<file path="src/rtl/vfd_defs.svh">
`ifndef VFD_DEFS_SVH
`define VFD_DEFS_SVH

// length of the shift chain and of the latch
`define CHAIN_LEN 60
// entries of the event buffer
`define EVBUF_DEPTH 2
// reset level of the serial output and of every driver output
`define SERIAL_OUT_RST 1'b0
`define DRIVER_RST 1'b0

`endif

</file>
<file path="src/rtl/vfd_pkg.sv">
package vfd_pkg;

    // one-hot kinds of chain events
    typedef enum logic [2:0] {
        EV_SHIFT = 3'b001,
        EV_CLEAR = 3'b010,
        EV_LOAD  = 3'b100
    } ev_kind_e;

    // one event taken from the pins
    typedef struct packed {
        ev_kind_e kind;
        logic     data;
    } chain_ev_s;

    // synchronised level inputs
    typedef struct packed {
        logic blank_n;
        logic light_all;
    } out_ctl_s;

endpackage : vfd_pkg

</file>
<file path="src/rtl/vfd_shift_latch_driver.sv">
// Overview of operation
// RULE1 - serial edge, strobe low: shift chain
// RULE2 - serial output shows last chain stage
// RULE3 - serial edge, strobe high: clear everything
// RULE4 - strobe rising edge copies chain into latch
// RULE5 - latch holds otherwise
// RULE6 - no automatic clear at power-up
// RULE7 - host keeps blanking low until loaded
// RULE8 - blanking low forces drivers low
// RULE9 - blanking and light-all high: drivers high
// RULE10 - otherwise drivers follow latch bits
// RULE11 - host strobes only after final shift
`timescale 1ns/1ps
`default_nettype none
`include "vfd_defs.svh"

module vfd_shift_latch_driver #(
    parameter int CHAIN_LEN = `CHAIN_LEN
) (
    input  wire logic                 core_clk,
    input  wire logic                 rst_n,
    input  wire logic                 serial_clk,
    input  wire logic                 serial_in,
    input  wire logic                 latch_strobe,
    input  wire logic                 blank_n,
    input  wire logic                 light_all,
    output logic                      serial_out,
    output logic [CHAIN_LEN-1:0]      driver_output
);
    import vfd_pkg::*;

    // pin synchronisers and edge history
    logic [1:0]     sclk_sync_q, sclk_sync_d;
    logic [1:0]     sdat_sync_q, sdat_sync_d;
    logic [1:0]     strb_sync_q, strb_sync_d;
    logic [1:0]     blank_sync_q, blank_sync_d;
    logic [1:0]     light_sync_q, light_sync_d;
    logic           sclk_prev_q, sclk_prev_d;
    logic           strb_prev_q, strb_prev_d;
    logic           sclk_rise, strb_rise;
    out_ctl_s       ctl;

    // pending event waiting for the buffer
    chain_ev_s      pend_q, pend_d;
    logic           pend_vld_q, pend_vld_d;
    logic           buf_in_ready;
    logic           buf_out_valid;
    logic           buf_out_ready;
    logic [3:0]     buf_out_data;
    chain_ev_s      ev;
    logic           pop;
    logic           busy_q, busy_d;

    // chain, latch and outputs
    logic [CHAIN_LEN-1:0] chain_q, chain_d;
    logic [CHAIN_LEN-1:0] latch_q, latch_d;
    logic [CHAIN_LEN-1:0] drv_q, drv_d;
    logic                 sout_q, sout_d;

    // synchroniser and edge next values; stage 0 feeds stage 1, only stage 1 is read
    always_comb begin
        sclk_sync_d  = {sclk_sync_q[0], serial_clk};
        sdat_sync_d  = {sdat_sync_q[0], serial_in};
        strb_sync_d  = {strb_sync_q[0], latch_strobe};
        blank_sync_d = {blank_sync_q[0], blank_n};
        light_sync_d = {light_sync_q[0], light_all};
        sclk_prev_d  = sclk_sync_q[1];
        strb_prev_d  = strb_sync_q[1];
    end

    // synchroniser registers
    always_ff @(posedge core_clk or negedge rst_n) begin
        if (!rst_n) begin
            sclk_sync_q  <= '0;
            sdat_sync_q  <= '0;
            strb_sync_q  <= '0;
            blank_sync_q <= '0;
            light_sync_q <= '0;
            sclk_prev_q  <= 1'b0;
            strb_prev_q  <= 1'b0;
        end else begin
            sclk_sync_q  <= sclk_sync_d;
            sdat_sync_q  <= sdat_sync_d;
            strb_sync_q  <= strb_sync_d;
            blank_sync_q <= blank_sync_d;
            light_sync_q <= light_sync_d;
            sclk_prev_q  <= sclk_prev_d;
            strb_prev_q  <= strb_prev_d;
        end
    end

    // edges on synchronised levels
    assign sclk_rise     = sclk_sync_q[1] && !sclk_prev_q;
    assign strb_rise     = strb_sync_q[1] && !strb_prev_q;
    assign ctl.blank_n   = blank_sync_q[1];
    assign ctl.light_all = light_sync_q[1];

    // turn edges into events; held while the buffer is full
    always_comb begin
        pend_d     = pend_q;
        pend_vld_d = pend_vld_q;
        if (pend_vld_q && buf_in_ready) begin
            pend_vld_d = 1'b0;
        end
        if (!pend_vld_q || buf_in_ready) begin
            if (sclk_rise && strb_sync_q[1]) begin
                pend_d     = '{kind: EV_CLEAR, data: 1'b0}; // RULE3
                pend_vld_d = 1'b1;
            end else if (sclk_rise) begin
                pend_d     = '{kind: EV_SHIFT, data: sdat_sync_q[1]}; // RULE1
                pend_vld_d = 1'b1;
            end else if (strb_rise) begin
                pend_d     = '{kind: EV_LOAD, data: 1'b0}; // RULE4
                pend_vld_d = 1'b1;
            end
        end
    end

    // pending event register
    always_ff @(posedge core_clk or negedge rst_n) begin
        if (!rst_n) begin
            pend_q     <= '{kind: EV_SHIFT, data: 1'b0};
            pend_vld_q <= 1'b0;
        end else begin
            pend_q     <= pend_d;
            pend_vld_q <= pend_vld_d;
        end
    end

    event_buffer #(
        .WIDTH ($bits(chain_ev_s)),
        .DEPTH (`EVBUF_DEPTH)
    ) u_evbuf (
        .core_clk  (core_clk),
        .rst_n     (rst_n),
        .in_valid  (pend_vld_q),
        .in_ready  (buf_in_ready),
        .in_data   (pend_q),
        .out_valid (buf_out_valid),
        .out_ready (buf_out_ready),
        .out_data  (buf_out_data)
    );

    // chain applies one event, then rests a cycle
    assign ev            = chain_ev_s'(buf_out_data);
    assign buf_out_ready = !busy_q;
    assign pop           = buf_out_valid && buf_out_ready;

    // chain and latch next values
    always_comb begin
        chain_d = chain_q;
        latch_d = latch_q; // RULE5
        busy_d  = pop;
        if (pop) begin
            unique case (ev.kind)
                EV_SHIFT: chain_d = {chain_q[CHAIN_LEN-2:0], ev.data}; // RULE1
                EV_CLEAR: begin
                    chain_d = '0; // RULE3
                    latch_d = '0; // RULE3
                end
                EV_LOAD:  latch_d = chain_q; // RULE4
                default:  chain_d = chain_q;
            endcase
        end
        sout_d = chain_d[CHAIN_LEN-1]; // RULE2
    end

    // output stage selection
    always_comb begin
        if (!ctl.blank_n) begin
            drv_d = '0; // RULE8
        end else if (ctl.light_all) begin
            drv_d = '1; // RULE9
        end else begin
            drv_d = latch_q; // RULE10
        end
    end

    // contents stay undefined until a clear, or shifts and a load, write them
    always_ff @(posedge core_clk) begin
        chain_q <= chain_d; // RULE6
        latch_q <= latch_d; // RULE6
    end

    // control and output registers
    always_ff @(posedge core_clk or negedge rst_n) begin
        if (!rst_n) begin
            busy_q <= 1'b0;
            sout_q <= `SERIAL_OUT_RST;
            drv_q  <= {CHAIN_LEN{`DRIVER_RST}};
        end else begin
            busy_q <= busy_d;
            sout_q <= sout_d;
            drv_q  <= drv_d;
        end
    end

    assign serial_out    = sout_q;
    assign driver_output = drv_q;
endmodule : vfd_shift_latch_driver

`default_nettype wire

</file>
<file path="src/rtl/event_buffer.sv">
`timescale 1ns/1ps
`default_nettype none

module event_buffer #(
    parameter int WIDTH = 4,
    parameter int DEPTH = 2
) (
    input  wire logic             core_clk,
    input  wire logic             rst_n,
    input  wire logic             in_valid,
    output logic                  in_ready,
    input  wire logic [WIDTH-1:0] in_data,
    output logic                  out_valid,
    input  wire logic             out_ready,
    output logic [WIDTH-1:0]      out_data
);

    localparam int AW = (DEPTH > 1) ? $clog2(DEPTH) : 1;

    logic [WIDTH-1:0] mem_q [DEPTH];
    logic [AW-1:0]    wr_q, wr_d, rd_q, rd_d;
    logic [AW:0]      cnt_q, cnt_d;
    logic             push, pop;

    // index step with wrap
    function automatic logic [AW-1:0] step(input logic [AW-1:0] p);
        step = (p == AW'(DEPTH - 1)) ? '0 : p + AW'(1);
    endfunction : step

    // handshakes and honest flags
    assign in_ready  = (cnt_q != (AW+1)'(DEPTH));
    assign out_valid = (cnt_q != '0);
    assign out_data  = mem_q[rd_q];
    assign push      = in_valid && in_ready;
    assign pop       = out_valid && out_ready;

    // next pointers and fill count
    always_comb begin
        wr_d  = push ? step(wr_q) : wr_q;
        rd_d  = pop ? step(rd_q) : rd_q;
        cnt_d = cnt_q + (AW+1)'(push) - (AW+1)'(pop);
    end

    // pointer registers
    always_ff @(posedge core_clk or negedge rst_n) begin
        if (!rst_n) begin
            wr_q  <= '0;
            rd_q  <= '0;
            cnt_q <= '0;
        end else begin
            wr_q  <= wr_d;
            rd_q  <= rd_d;
            cnt_q <= cnt_d;
        end
    end

    // storage, written by index
    always_ff @(posedge core_clk) begin
        if (push) begin
            mem_q[wr_q] <= in_data;
        end
    end

endmodule : event_buffer

`default_nettype wire

</file>
<file path="config.mk">
export PLATFORM = sky130hd
export DESIGN_NAME = vfd_shift_latch_driver
export DESIGN_NICKNAME = d
export VERILOG_FILES = /design/src/rtl/vfd_pkg.sv /design/src/rtl/vfd_shift_latch_driver.sv /design/src/rtl/event_buffer.sv
export VERILOG_INCLUDE_DIRS = /design/src /design/src/rtl
export SDC_FILE = /design/constraint.sdc
export NUM_CORES = 1
export LEC_CHECK = 0
export BUFFER_PORTS_ARGS = -buffer_cell sky130_fd_sc_hd__buf_4
export CAP_MARGIN = 30
export CELL_PAD_IN_SITES_DETAIL_PLACEMENT = 1
export CELL_PAD_IN_SITES_GLOBAL_PLACEMENT = 2
export CORE_ASPECT_RATIO = 0.75
export CORE_MARGIN = 2
export CORE_UTILIZATION = 45
export DETAILED_ROUTE_END_ITERATION = 10
export HOLD_SLACK_MARGIN = 0.12
export PLACE_DENSITY = 0.86
export REMOVE_ABC_BUFFERS = 1
export SLEW_MARGIN = 30
export SYNTH_ARGS = -nofsm -noshare
export SYNTH_HDL_FRONTEND = slang
export SYNTH_SLANG_ARGS = --single-unit
</file>
<file path="constraint.sdc">
create_clock -name core_clk -period 10.55 [get_ports core_clk]
set_clock_uncertainty 0.15 [all_clocks]
set_input_delay 1.055 -clock core_clk [delete_from_list [all_inputs] [get_ports core_clk]]
set_output_delay 1.055 -clock core_clk [all_outputs]
set_load 0.005 [all_outputs]
</file>
### Word level (Yosys, flattened, before mapping)

Memory sizes are Yosys's and may differ from the RTL's.
Index checks and enable logic that the tools add are counted.

* register bits: 203
* bits in latches: 0
* RAM bits: 8
* ROM bits: 0
* output and inout bits: 61
* word-level logic and storage cells: 62
* memories: 1

* add/sub/neg operators: 4
* multipliers: 0
* divide/modulo/power cells: 0
* magnitude comparators: 0
* equal/unequal tests: 4
* shift-type cells: 0
* multiplexer cells: 17
* bitwise logic cells: 0
* reduce and logical (&&, ||, !) cells: 17

Memories
* u_evbuf.mem_q: words 2, bits a word 4, read ports 1, clocked after memory_dff 0, wr ports 1, RTL line event_buffer.sv:20 `logic [WIDTH-1:0] mem_q [DEPTH];`

Operators with widths (count)
* one-hot mux 60 bit (2 select lines): 2
* two-way mux 60 bit: 3
* two-way mux 4 bit: 3
* two-way mux 1 bit: 9
* AND reduction 2 bit: 3
* nonzero test 2 bit: 3
* logical AND 1 bit: 5
* zero test 1 bit: 4
* == test 3 x 1 -> 1 bit, second input constant: 1
* == test 3 x 2 -> 1 bit, second input constant: 1
* == test 3 bit, second input constant: 1
* nonzero test 3 bit: 1
* adder 1 bit, second input constant: 2
* adder 2 x 1 -> 2 bit: 1
* != test 2 bit, second input constant: 1
* subtractor 2 x 1 -> 2 bit: 1
* logical OR 1 bit: 1

### Longest topological paths before layout

Gate-level depths: netlist of run 1.

* depth in word-level cells: 7
* mapped depth: 7
* mapped depth without buffers: 5

### Modules after synthesis

A second synthesis of run 1 with hierarchy kept.

* cells, all modules: 477
* area, all modules: 7711.1 µm²

Modules (own cells, without submodules)
* vfd_shift_latch_driver: times used 1, cells each 443, area each 7191.9 µm², seq. area each 5571.6 µm²
* event_buffer: times used 1, cells each 34, area each 519.2 µm², seq. area each 340.3 µm²

### Least setup slack after synthesis of run 1

No wires, ideal clock.

* path kind: register -> register
* from: reg u_evbuf.rd_q
* to: reg latch_q[0] (enable)
* library setup time: 0.552 ns
* arrival time: 4.991 ns
* required time: 9.848 ns
* path slack: 4.857 ns
* stages on the path, launching flop included: 4
* cells stage by stage: dfrtp_1 buf_6 mux2_2 nor3_1

* word-level cells in the longest chain between the ends: 4
* elaborated cells on any way between the ends: 5

Ends and longest elaborated chain
* start: declaration: RTL line event_buffer.sv:21 `logic [AW-1:0] wr_q, wr_d, rd_q, rd_d;`
* start signal: assignment: RTL line event_buffer.sv:52 `rd_q <= rd_d;`
* memory read (2 x 4 bit) (*)
* == test 3 bit / == test 3 x 2 -> 1 bit (equally long branches): RTL line vfd_shift_latch_driver.sv:155 `unique case (ev.kind)`
* nonzero test 2 bit (no line) (*)
* AND reduction 2 bit (no line) (*)
* end signal: assignment: RTL line vfd_shift_latch_driver.sv:182 `latch_q <= latch_d;`
* end: declaration: RTL line vfd_shift_latch_driver.sv:56 `logic [CHAIN_LEN-1:0] latch_q, latch_d;`

Every way passes the cells marked *; elsewhere a longest branch is shown, timed or not.
A chain may end at the register's enable or synchronous reset.

### Worst setup path in the final report of run 1

* from: reg u_evbuf.rd_q
* to: reg chain_q[24] (enable)

* word-level cells in the longest chain between the ends: 4
* elaborated cells on any way between the ends: 5

Ends and longest elaborated chain
* memory read (2 x 4 bit) (*)
* == test 3 x 2 -> 1 bit / == test 3 x 1 -> 1 bit (equally long branches): RTL line vfd_shift_latch_driver.sv:155
* nonzero test 2 bit (no line) (*)
* AND reduction 2 bit (no line) (*)
* end signal: assignment: RTL line vfd_shift_latch_driver.sv:181 `chain_q <= chain_d;`
* end: declaration: RTL line vfd_shift_latch_driver.sv:55 `logic [CHAIN_LEN-1:0] chain_q, chain_d;`

Marked as above.

==> flow_summary.ini, run 1 <==
[drt]
ant_nets = 0
wirelength_um = 13910
wl_per_cell_um = 18.02
drtPass1Iterations = 4
vias = 3823
drtIter0Drc = 169
post_drt_via_cell_ratio = 4.952
route.detailed.drc = 0

[clock_tree]
clockBufferDepth = 3
cts_hold_repair.buffers = 0
clkTransAtPathRegs_ns = 0.06
postCtsSetupRepairBufs = 0
cts_buffers = 21
clock_latency_ns = 0.50
cts_resized = 0
htree_levels = 1
cts_sinks = 211
cts_root_buffer = clkbuf_16
cts_tree = built

[global_route]
grt_pass1_vias = 4129
grt_pass1_wl_um = 22870
gr-total-overflow = 0
grt_max_degree = 84
antenna_found_initial = 0
grt_use_total_pct = 16.22

[layout]
multi_input_area_um2 = 1630
drive_above_1_share_pct = 29.62
fin_area_um2 = 9195
finalNetCount = 550
area_growth_pct = 19.98
antenna_cells = 0
n_fill_cell = 1585
seqCellArea_um2 = 5919

[pwr]
finalPower_mw = 2.380
switching_share_pct = 25.13
p_int_mw = 1.782
leakagePower_nw = 3.647
power.density_nw_per_um2 = 258.9
ir_drop_v = 0.00009552
p_seq_share_pct = 50.3
p_comb_share_pct = 15.1
p_clk_share_pct = 34.6
p_sw_uw = 598.2

[sta]
max_freq_mhz = 367.7
rsz0062_at_grt = false
max_slew_margin_pct = 46.03
fin_setup_tns_ns = 0
drv_slew = 0
setup_violations = 0
finalCriticalPeriod_ns = 2.720
finalCritPeriodShare_pct = 25.78
finalHoldViolCount = 0
tightestPinTransition_ns = 0.8096

[worst_setup_path]
crit_path_start_kind = register
cp_max_fo = 59
worstPathBufferInverterCount = 1
cp.required_ns = 10.51
cp_top_family = flip-flops
crit_arrival_ns = 2.68
crit_chain = mux2i_1 > nand2_1 > a21oi_4 > buf_4
critPathSlowestCell = dfrtp_1
cp-end-kind = register
cp-startpoint = u_evbuf.rd_q$_DFFE_PN0P_
criticalPathCategory = register to register
r2r_start = u_evbuf.rd_q$_DFFE_PN0P_
cpPeakStageDelay_ns = 0.65

[yosys]
async_flop_share_pct = 39.34
syn_inst = 474
ys_warn_count = 0
synth_area_um2 = 7664
syn-mean-instance-area_um2 = 16.17
synth_edf_count = 127
ys_seq_area_share_pct = 77.14
ys.flop_type = edfxtp_1
ys_types = 36
ys_seq_elements = 211

[floorplanning]
die_w_um = 154.7
die_y_um = 117.0
core-area_um2 = 16720
die_area_um2 = 18100
rows = 41
start_util_pct = 45.83
ios = 68

[placed_design]
place_area_um2 = 8387
place.gp.congestion = 0.7475
dp_hpwl_um = 8080
io_buffers = 67

[worst_hold_path]
hold_class = register to register
min_from = light_sync_q[0]$_DFF_PN0_

[run_status]
status = completed

[job]
max_cap_violations = 0
[path summary, 6_finish.rpt]
kind                       cells after the start                        end  slack (ns)
max                                            4      chain_q[24]$_DFFE_PP_        7.83
min                                            0  light_sync_q[1]$_DFF_PN0_        0.20
max reg2reg                                    4      chain_q[24]$_DFFE_PP_        7.83
min reg2reg                                    0  light_sync_q[1]$_DFF_PN0_        0.20
max in group asynchronous                      1  light_sync_q[1]$_DFF_PN0_        9.24
min in group asynchronous                      1  blank_sync_q[1]$_DFF_PN0_        0.47
[registers in the layout, indices dropped and copies added, names as in the netlist, 2 cells and up]
| signal | flops |
|---|---|
| chain_q | 60 |
| driver_output | 60 |
| latch_q | 60 |
| u_evbuf.mem_q | 8 |
| pend_q | 4 |
| blank_sync_q | 2 |
| light_sync_q | 2 |
| sclk_sync_q | 2 |
| sdat_sync_q | 2 |
| strb_sync_q | 2 |
| u_evbuf.cnt_q | 2 |
[layout make-up]
class,instances,area share [%]
Clock buffer,26,6.368
Clock inverter,12,2.082
Inverter,2,0.08164
Multi-Input combinational cell,234,17.73
Sequential cell,211,64.38
Tap cell,215,2.926
Timing Repair Buffer,72,6.436
[layer usage]
metal  vias to the layer above  GRT usage (%)  wire, µm
met4                         0          4.136       274
met3                        20          2.946       479
met2                        79          27.29      6623
li1                       1775              -         -
met1                      1949          22.35      6534
met5                         -              0         0
[per-stage QoR]
| step | hold slack [ns] | setup slack, ns | utilization [%] | cells |
|---|---|---|---|---|
| 2_1_floorplan | 0.1812 | 4.742 | - | 447 |
| 3_3_place_gp | 0.1832 | 8.059 | 49.87 | 731 |
| 3_5_place_dp | 0.1864 | 7.865 | 50.15 | 733 |
| 4_1_cts | 0.1985 | 7.815 | 54.80 | 771 |
| 5_1_grt | 0.2097 | 7.683 | 54.98 | 772 |
| 6_report | 0.1986 | 7.830 | 54.98 | 772 |
[power groups by stage]
stage          combinational, mW  sequential (mW)  clock (mW)
2_1_floorplan              0.210             1.19           0
5_1_grt                    0.405             1.22       0.871
3_5_place_dp               0.360             1.21           0
3_3_place_gp               0.329             1.20           0
4_1_cts                    0.365             1.20       0.840
6_report                   0.361             1.20       0.824
[cells in the mapped netlist (2+ instances only)]
library cell | instances | share of area [%]
a21oi_1 | 3 | 0.20
a2bb2oi_1 | 2 | 0.23
and2_1 | 71 | 5.8
and2_2 | 47 | 4.6
buf_6 | 3 | 0.44
clkbuf_1 | 17 | 0.83
clkbuf_2 | 6 | 0.39
dfrtp_1 | 82 | 27
edfxtp_1 | 127 | 50
inv_1 | 2 | 0.098
mux2i_1 | 4 | 0.52
nand2_1 | 10 | 0.49
nand2b_1 | 3 | 0.24
nor2_1 | 7 | 0.34
nor2b_1 | 2 | 0.16
nor3_1 | 2 | 0.13
o21a_1 | 60 | 5.9
o21ai_0 | 5 | 0.33
xnor2_1 | 4 | 0.46
[logic make-up after synthesis]
logic type / share of synthesized area [%]
buffers and inverters: 1.861
adders and majority gates: 0.1632
and+or+nand+nor: 12.38
AOI/OAI and AO/OA: 7.135
DFF: 77.14
xor gates and xnor gates: 0.4571
muxes: 0.8653
[placed cells by master (no fill, tap or decap), types with 3 or more instances in the layout]
cell         n
clkinv_2     4
dfrtp_1     80
o21ai_0      5
mux2i_1      4
buf_4       68
nor2_1       7
bufinv_16    5
and2_1      71
edfxtp_1   127
and2_2      47
o21a_1      60
xnor2_1      4
clkbuf_16   22
nand2b_1     3
nand2_1     10
(Power assumes the default switching activity.)
==> inputs of run 2 (changes only) <==
--- a/config.mk
+++ b/config.mk
@@ -6,16 +6,17 @@
 export SDC_FILE = /design/constraint.sdc
 export NUM_CORES = 1
 export LEC_CHECK = 0
+export ABC_AREA = 1
 export BUFFER_PORTS_ARGS = -buffer_cell sky130_fd_sc_hd__buf_4
 export CAP_MARGIN = 30
 export CELL_PAD_IN_SITES_DETAIL_PLACEMENT = 1
 export CELL_PAD_IN_SITES_GLOBAL_PLACEMENT = 2
 export CORE_ASPECT_RATIO = 0.75
 export CORE_MARGIN = 2
-export CORE_UTILIZATION = 45
+export CORE_UTILIZATION = 36
 export DETAILED_ROUTE_END_ITERATION = 10
 export HOLD_SLACK_MARGIN = 0.12
-export PLACE_DENSITY = 0.86
+export PLACE_DENSITY = 0.79
 export REMOVE_ABC_BUFFERS = 1
 export SLEW_MARGIN = 30
 export SYNTH_ARGS = -nofsm -noshare
==> constraint.sdc (replaced) <==
create_clock -name core_clk -period 2.4 [get_ports core_clk]
set_clock_uncertainty 0.15 [all_clocks]
set_input_delay 0.24 -clock core_clk [delete_from_list [all_inputs] [get_ports core_clk]]
set_output_delay 0.24 -clock core_clk [all_outputs]
set_load 0.005 [all_outputs]
==> flow_summary.ini, run 2 <==
[worst_setup_path]
cpPeakStageDelay_ns = 0.47
crit_chain = inv_2 > nand2_1 > nand2_1 > nand3_1 > nand2_1 > nand2_1 > inv_2 > buf_12
cp.required_ns = 2.42
crit_path_start_kind = register
criticalPathCategory = register to register
cp-end-kind = register
worst-r2r-setup-slack_ns = 0.33
crit_arrival_ns = 2.08
r2r-end = chain_q[48]$_DFFE_PP_
critPathSlowestCell = dfrtp_1
r2r_start = u_evbuf.rd_q$_DFFE_PN0P_
cpMostUsedCell = nand2_1
cp_top_family = simple AND/OR/NAND/NOR gates
ff2ff_path_depth = 8
worstPathBufferInverterCount = 3
cp_max_fo = 59

[yosys]
syn_inst = 608
yosys.area.top_type = edfxtp_1
ys_seq_elements = 211
ys_seq_area_share_pct = 77.37
synth_edf_count = 127
syn-mean-instance-area_um2 = 12.57
synthTopCellsByArea = edfxtp_1 (50%), dfrtp_1 (27%), nor2_1 (10%)
yosys.area.top_type_share_pct = 49.91
ys_types = 23
yosysMostFrequentCell = nor2_1
ys.flop_type = edfxtp_1
ys_top_cells_by_count = nor2_1 (209), edfxtp_1 (127), dfrtp_1 (82)
synth_area_um2 = 7641
async_flop_share_pct = 39.34
ys_warn_count = 0

[drt]
drtIter0Drc = 230
route.detailed.drc = 0
drtPass1Iterations = 6
vias = 4238
wirelength_um = 14020
wl_per_cell_um = 14.12
ant_nets = 0
post_drt_via_cell_ratio = 4.268

[clock_tree]
cts_sinks = 211
htree_levels = 1
cts_tree = built
clkTransAtPathRegs_ns = 0.06
clockBufferDepth = 3
postCtsSetupRepairBufs = 0
clock_latency_ns = 0.50
cts_buffers = 22
cts_root_buffer = clkbuf_16

[pwr]
finalPower_mw = 10.11
leakagePower_nw = 3.999
ir_drop_v = 0.0006721
power.density_nw_per_um2 = 1088

[global_route]
antenna_found_initial = 0
grtUsageMet3_pct = 2.578
grt_pass1_wl_um = 23080
grt_max_degree = 61
met1_usage_pct = 17.25
grt_use_total_pct = 13.21
gr-total-overflow = 0
use_met2_pct = 22.30
grt_pass1_vias = 4585
busiest_layer = met2

[layout]
seqCellArea_um2 = 5913
n_fill_cell = 2190
layout_common_cells = nor2_1 (209), edfxtp_1 (127), dfrtp_1 (81), inv_1 (75), buf_4 (70)
multi_input_area_um2 = 1279
finalNetCount = 697
area_growth_pct = 21.65
drive_above_1_share_pct = 21.84
antenna_cells = 0
mostFrequentLayoutCell = nor2_1

[worst_hold_path]
hold_class = input port to async pin

[sta]
finalHoldViolCount = 0
finalCritPeriodShare_pct = 86.09
rsz0062_at_grt = false
tightestPinTransition_ns = 0.5961
fin_setup_tns_ns = 0
max_freq_mhz = 484.0
setup_ws_ns = 0.3339
max_slew_margin_pct = 60.26
finalCriticalPeriod_ns = 2.066
setup_violations = 0
drv_slew = 0

[placed_design]
io_buffers = 67
place_ws_ns = 0.3386
dp_hpwl_um = 8664
place.gp.congestion = 0.7811

[run_status]
status = completed

[job]
max_cap_violations = 0

[floorplanning]
die_w_um = 172.2
core-area_um2 = 21010
rows = 46
ios = 68
die_y_um = 130.2
start_util_pct = 36.37
die_area_um2 = 22420
run 2: worst max-delay path by stage:
stage                                        start                       end  slack, ns  depth (start not counted)
final                     u_evbuf.rd_q$_DFFE_PN0P_     chain_q[48]$_DFFE_PP_       0.33                          8
after global routing      u_evbuf.rd_q$_DFFE_PN0P_     chain_q[27]$_DFFE_PP_       0.18                          8
after CTS                 u_evbuf.rd_q$_DFFE_PN0P_     chain_q[27]$_DFFE_PP_       0.34                          8
after detailed placement  u_evbuf.rd_q$_DFFE_PN0P_     chain_q[34]$_DFFE_PP_       0.34                          8
after global placement    u_evbuf.rd_q$_DFFE_PN0P_     chain_q[36]$_DFFE_PP_       0.46                          8
after floorplan           u_evbuf.rd_q$_DFFE_PN0P_  latch_q[0]$_SDFFCE_PP0P_      -2.82                          5
run 2: what timing repair did:
action	in CTS	in global routing
hold buffers	6	0
resized for setup	0	0
endpoints found under the hold margin	87	0
run 2: through the flow:
step | utilization (%) | instance area, µm² | hold WS (ns) | cells
final | 44.25 | 9295 | 0.1553 | 993
after global routing | 44.25 | 9295 | 0.2068 | 993
after CTS | 44.25 | 9295 | 0.1428 | 993
after detailed placement | 40.42 | 8491 | 0.1337 | 947
after global placement | 40.42 | 8491 | 0.1107 | 947
after floorplan | - | 7472 | -0.2056 | 583
run 2: cell type report:
cell class | count | area share [%]
tap | 288 | 3.877
multi-input combinational | 294 | 13.76
sequential | 211 | 63.62
clock inverter | 9 | 1.279
inverter | 78 | 3.150
clock buffer | 31 | 6.730
timing repair buffer | 82 | 7.592
run 2: cells by family (layout without fill, tap and decap cells):
kind of cell	after synthesis	after routing	share of synthesized area [%]
xor+xnor	2	2	0.2293
fa+ha+maj	1	1	0.1637
simple gates	281	281	15.54
compound gates	10	10	0.6550
flops	211	211	77.37
buf+inv	103	200	6.042
run 2: report_power, final:
group	switching (mW)	total, mW	internal [mW]
Sequential	0.232	4.96	4.73
Combinational	1.17	1.69	0.519
Clock	1.32	3.45	2.14
run 2: layer usage:
layer	routed length (µm)	up-vias
li1	-	2055
met1	6283	2081
met2	6810	73
met3	551	29
met4	376	0
met5	0	-
==> inputs of run 3 (changes only) <==
--- a/config.mk
+++ b/config.mk
@@ -7,7 +7,7 @@
 export NUM_CORES = 1
 export LEC_CHECK = 0
 export ABC_AREA = 1
-export BUFFER_PORTS_ARGS = -buffer_cell sky130_fd_sc_hd__buf_4
+export BUFFER_PORTS_ARGS = -buffer_cell sky130_fd_sc_hd__buf_2
 export CAP_MARGIN = 30
 export CELL_PAD_IN_SITES_DETAIL_PLACEMENT = 1
 export CELL_PAD_IN_SITES_GLOBAL_PLACEMENT = 2
@@ -18,7 +18,7 @@
 export HOLD_SLACK_MARGIN = 0.12
 export PLACE_DENSITY = 0.79
 export REMOVE_ABC_BUFFERS = 1
-export SLEW_MARGIN = 30
+export SLEW_MARGIN = 20
 export SYNTH_ARGS = -nofsm -noshare
 export SYNTH_HDL_FRONTEND = slang
 export SYNTH_SLANG_ARGS = --single-unit
==> flow_summary.ini, run 3 (synthesis results as in run 2) <==
[floorplanning]
core-area_um2 = 21010
start_util_pct = 36.37
ios = 68
die_w_um = 172.2
die_y_um = 130.2
die_area_um2 = 22420
rows = 46

[pwr]
finalPower_mw = 10.14
power.density_nw_per_um2 = 1103
ir_drop_v = 0.0004968
leakagePower_nw = 3.995

[placed_design]
io_buffers = 67
place_ws_ns = 0.2992
dp_hpwl_um = 8651
dp.cells = 948
place.gp.congestion = 0.7735
place_area_um2 = 8320

[worst_setup_path]
cp.required_ns = 2.43
crit_path_start_kind = register
cpMostUsedCell = nand2_1
cpPeakStageDelay_ns = 0.46
cp_max_fo = 59
crit_chain = inv_2 > nand2_1 > nand2_1 > nand3_1 > nand2_1 > nand2_1 > inv_2 > buf_12
cp-startpoint = u_evbuf.rd_q$_DFFE_PN0P_
criticalPathCategory = register to register
crit_arrival_ns = 2.13
r2r_start = u_evbuf.rd_q$_DFFE_PN0P_
cp-end-kind = register
critPathSlowestCell = dfrtp_1

[clock_tree]
cts_sinks = 211
clkTransAtPathRegs_ns = 0.06
htree_levels = 1
clockBufferDepth = 3
postCtsSetupRepairBufs = 0
clock_latency_ns = 0.51
cts_resized = 0
cts_tree = built
cts_root_buffer = clkbuf_16
cts_buffers = 22

[job]
max_cap_violations = 0

[global_route]
busiest_layer = met2
grt_pass1_vias = 4452
grt_use_total_pct = 13.09
grt_max_degree = 61
gr-total-overflow = 0
antenna_found_initial = 0
met1_usage_pct = 17.19
grtUsageMet3_pct = 2.608
use_met2_pct = 21.71
grt_pass1_wl_um = 22920

[sta]
max_freq_mhz = 476.4
max_slew_margin_pct = 63.65
whs_ns = 0.1990
finalHoldViolCount = 0
rsz0062_at_grt = false
finalCriticalPeriod_ns = 2.099
finalCritPeriodShare_pct = 87.46
fin_setup_tns_ns = 0
drv_slew = 0
setup_ws_ns = 0.3009
setup_violations = 0
tightestPinTransition_ns = 0.5452

[layout]
fin_area_um2 = 9195
layout_common_cells = nor2_1 (209), edfxtp_1 (127), dfrtp_1 (81), inv_1 (75), buf_2 (66)
finalNonFillerCells = 996
antenna_cells = 0
n_fill_cell = 2214
finalNetCount = 700
area_growth_pct = 20.34
utilization_pct = 43.77
seqCellArea_um2 = 5913
drive_above_1_share_pct = 22.46
mostFrequentLayoutCell = nor2_1
multi_input_area_um2 = 1279

[drt]
wirelength_um = 13940
drtIter0Drc = 265
post_drt_via_cell_ratio = 4.238
ant_nets = 0
vias = 4221
drtPass1Iterations = 4
route.detailed.drc = 0
wl_per_cell_um = 13.99

[run_status]
status = completed

[worst_hold_path]
hold_class = register to register
min_from = strb_sync_q[0]$_DFF_PN0_
## run 3: changes by cell type in the layout (fill, tap and decap cells not counted), sizes merged
cell	change
clkinv	+2
clkinvlp	-1
dlygate4sd3	+1
buf	+2
bufinv	-1
## run 3: worst max-delay path, delay by kind of cell, from the launching register on
| kind | cells | cell delay [ns] |
|---|---|---|
| buffers and inverters | 3 | 0.52 |
| and+or+nand+nor | 5 | 0.60 |
| DFF | 1 | 0.46 |
## run 3: power breakdown
part / total [mW] / internal [mW] / switching [mW]
clock network: 3.57 / 2.19 / 1.38
logic: 1.63 / 0.456 / 1.17
registers: 4.95 / 4.73 / 0.217
total: 10.1 / 7.38 / 2.77
## run 3: final cells by class
type                       instances  area share [%]
sequential                       211           64.31
multi-input combinational        294           13.91
clock buffer                      31           7.375
timing repair buffer              85           6.150
tap                              288           3.919
inverter                          78           3.184
clock inverter                     9           1.157
## run 3: routing by layer
metal	vias to the layer above	share of wire, %
li1	2062	-
met1	2068	46
met2	65	47
met3	26	4.0
met4	0	3.0
met5	-	0
## run 3: worst paths after layout
path	end	slack (ns)	depth (start not counted)
worst max-delay path	chain_q[37]$_DFFE_PP_	0.30	8
worst min-delay path	strb_sync_q[1]$_DFF_PN0_	0.20	0
worst max register to register	chain_q[37]$_DFFE_PP_	0.30	8
worst min register to register	strb_sync_q[1]$_DFF_PN0_	0.20	0
max in group asynchronous	light_sync_q[1]$_DFF_PN0_	1.15	4
min in group asynchronous	driver_output[0]$_DFF_PN0_	0.62	4
## run 3: repair_timing
item	in CTS	in global routing
endpoints found under the hold margin	87	0
setup endpoints to repair	0	0
hold buffers	8	0
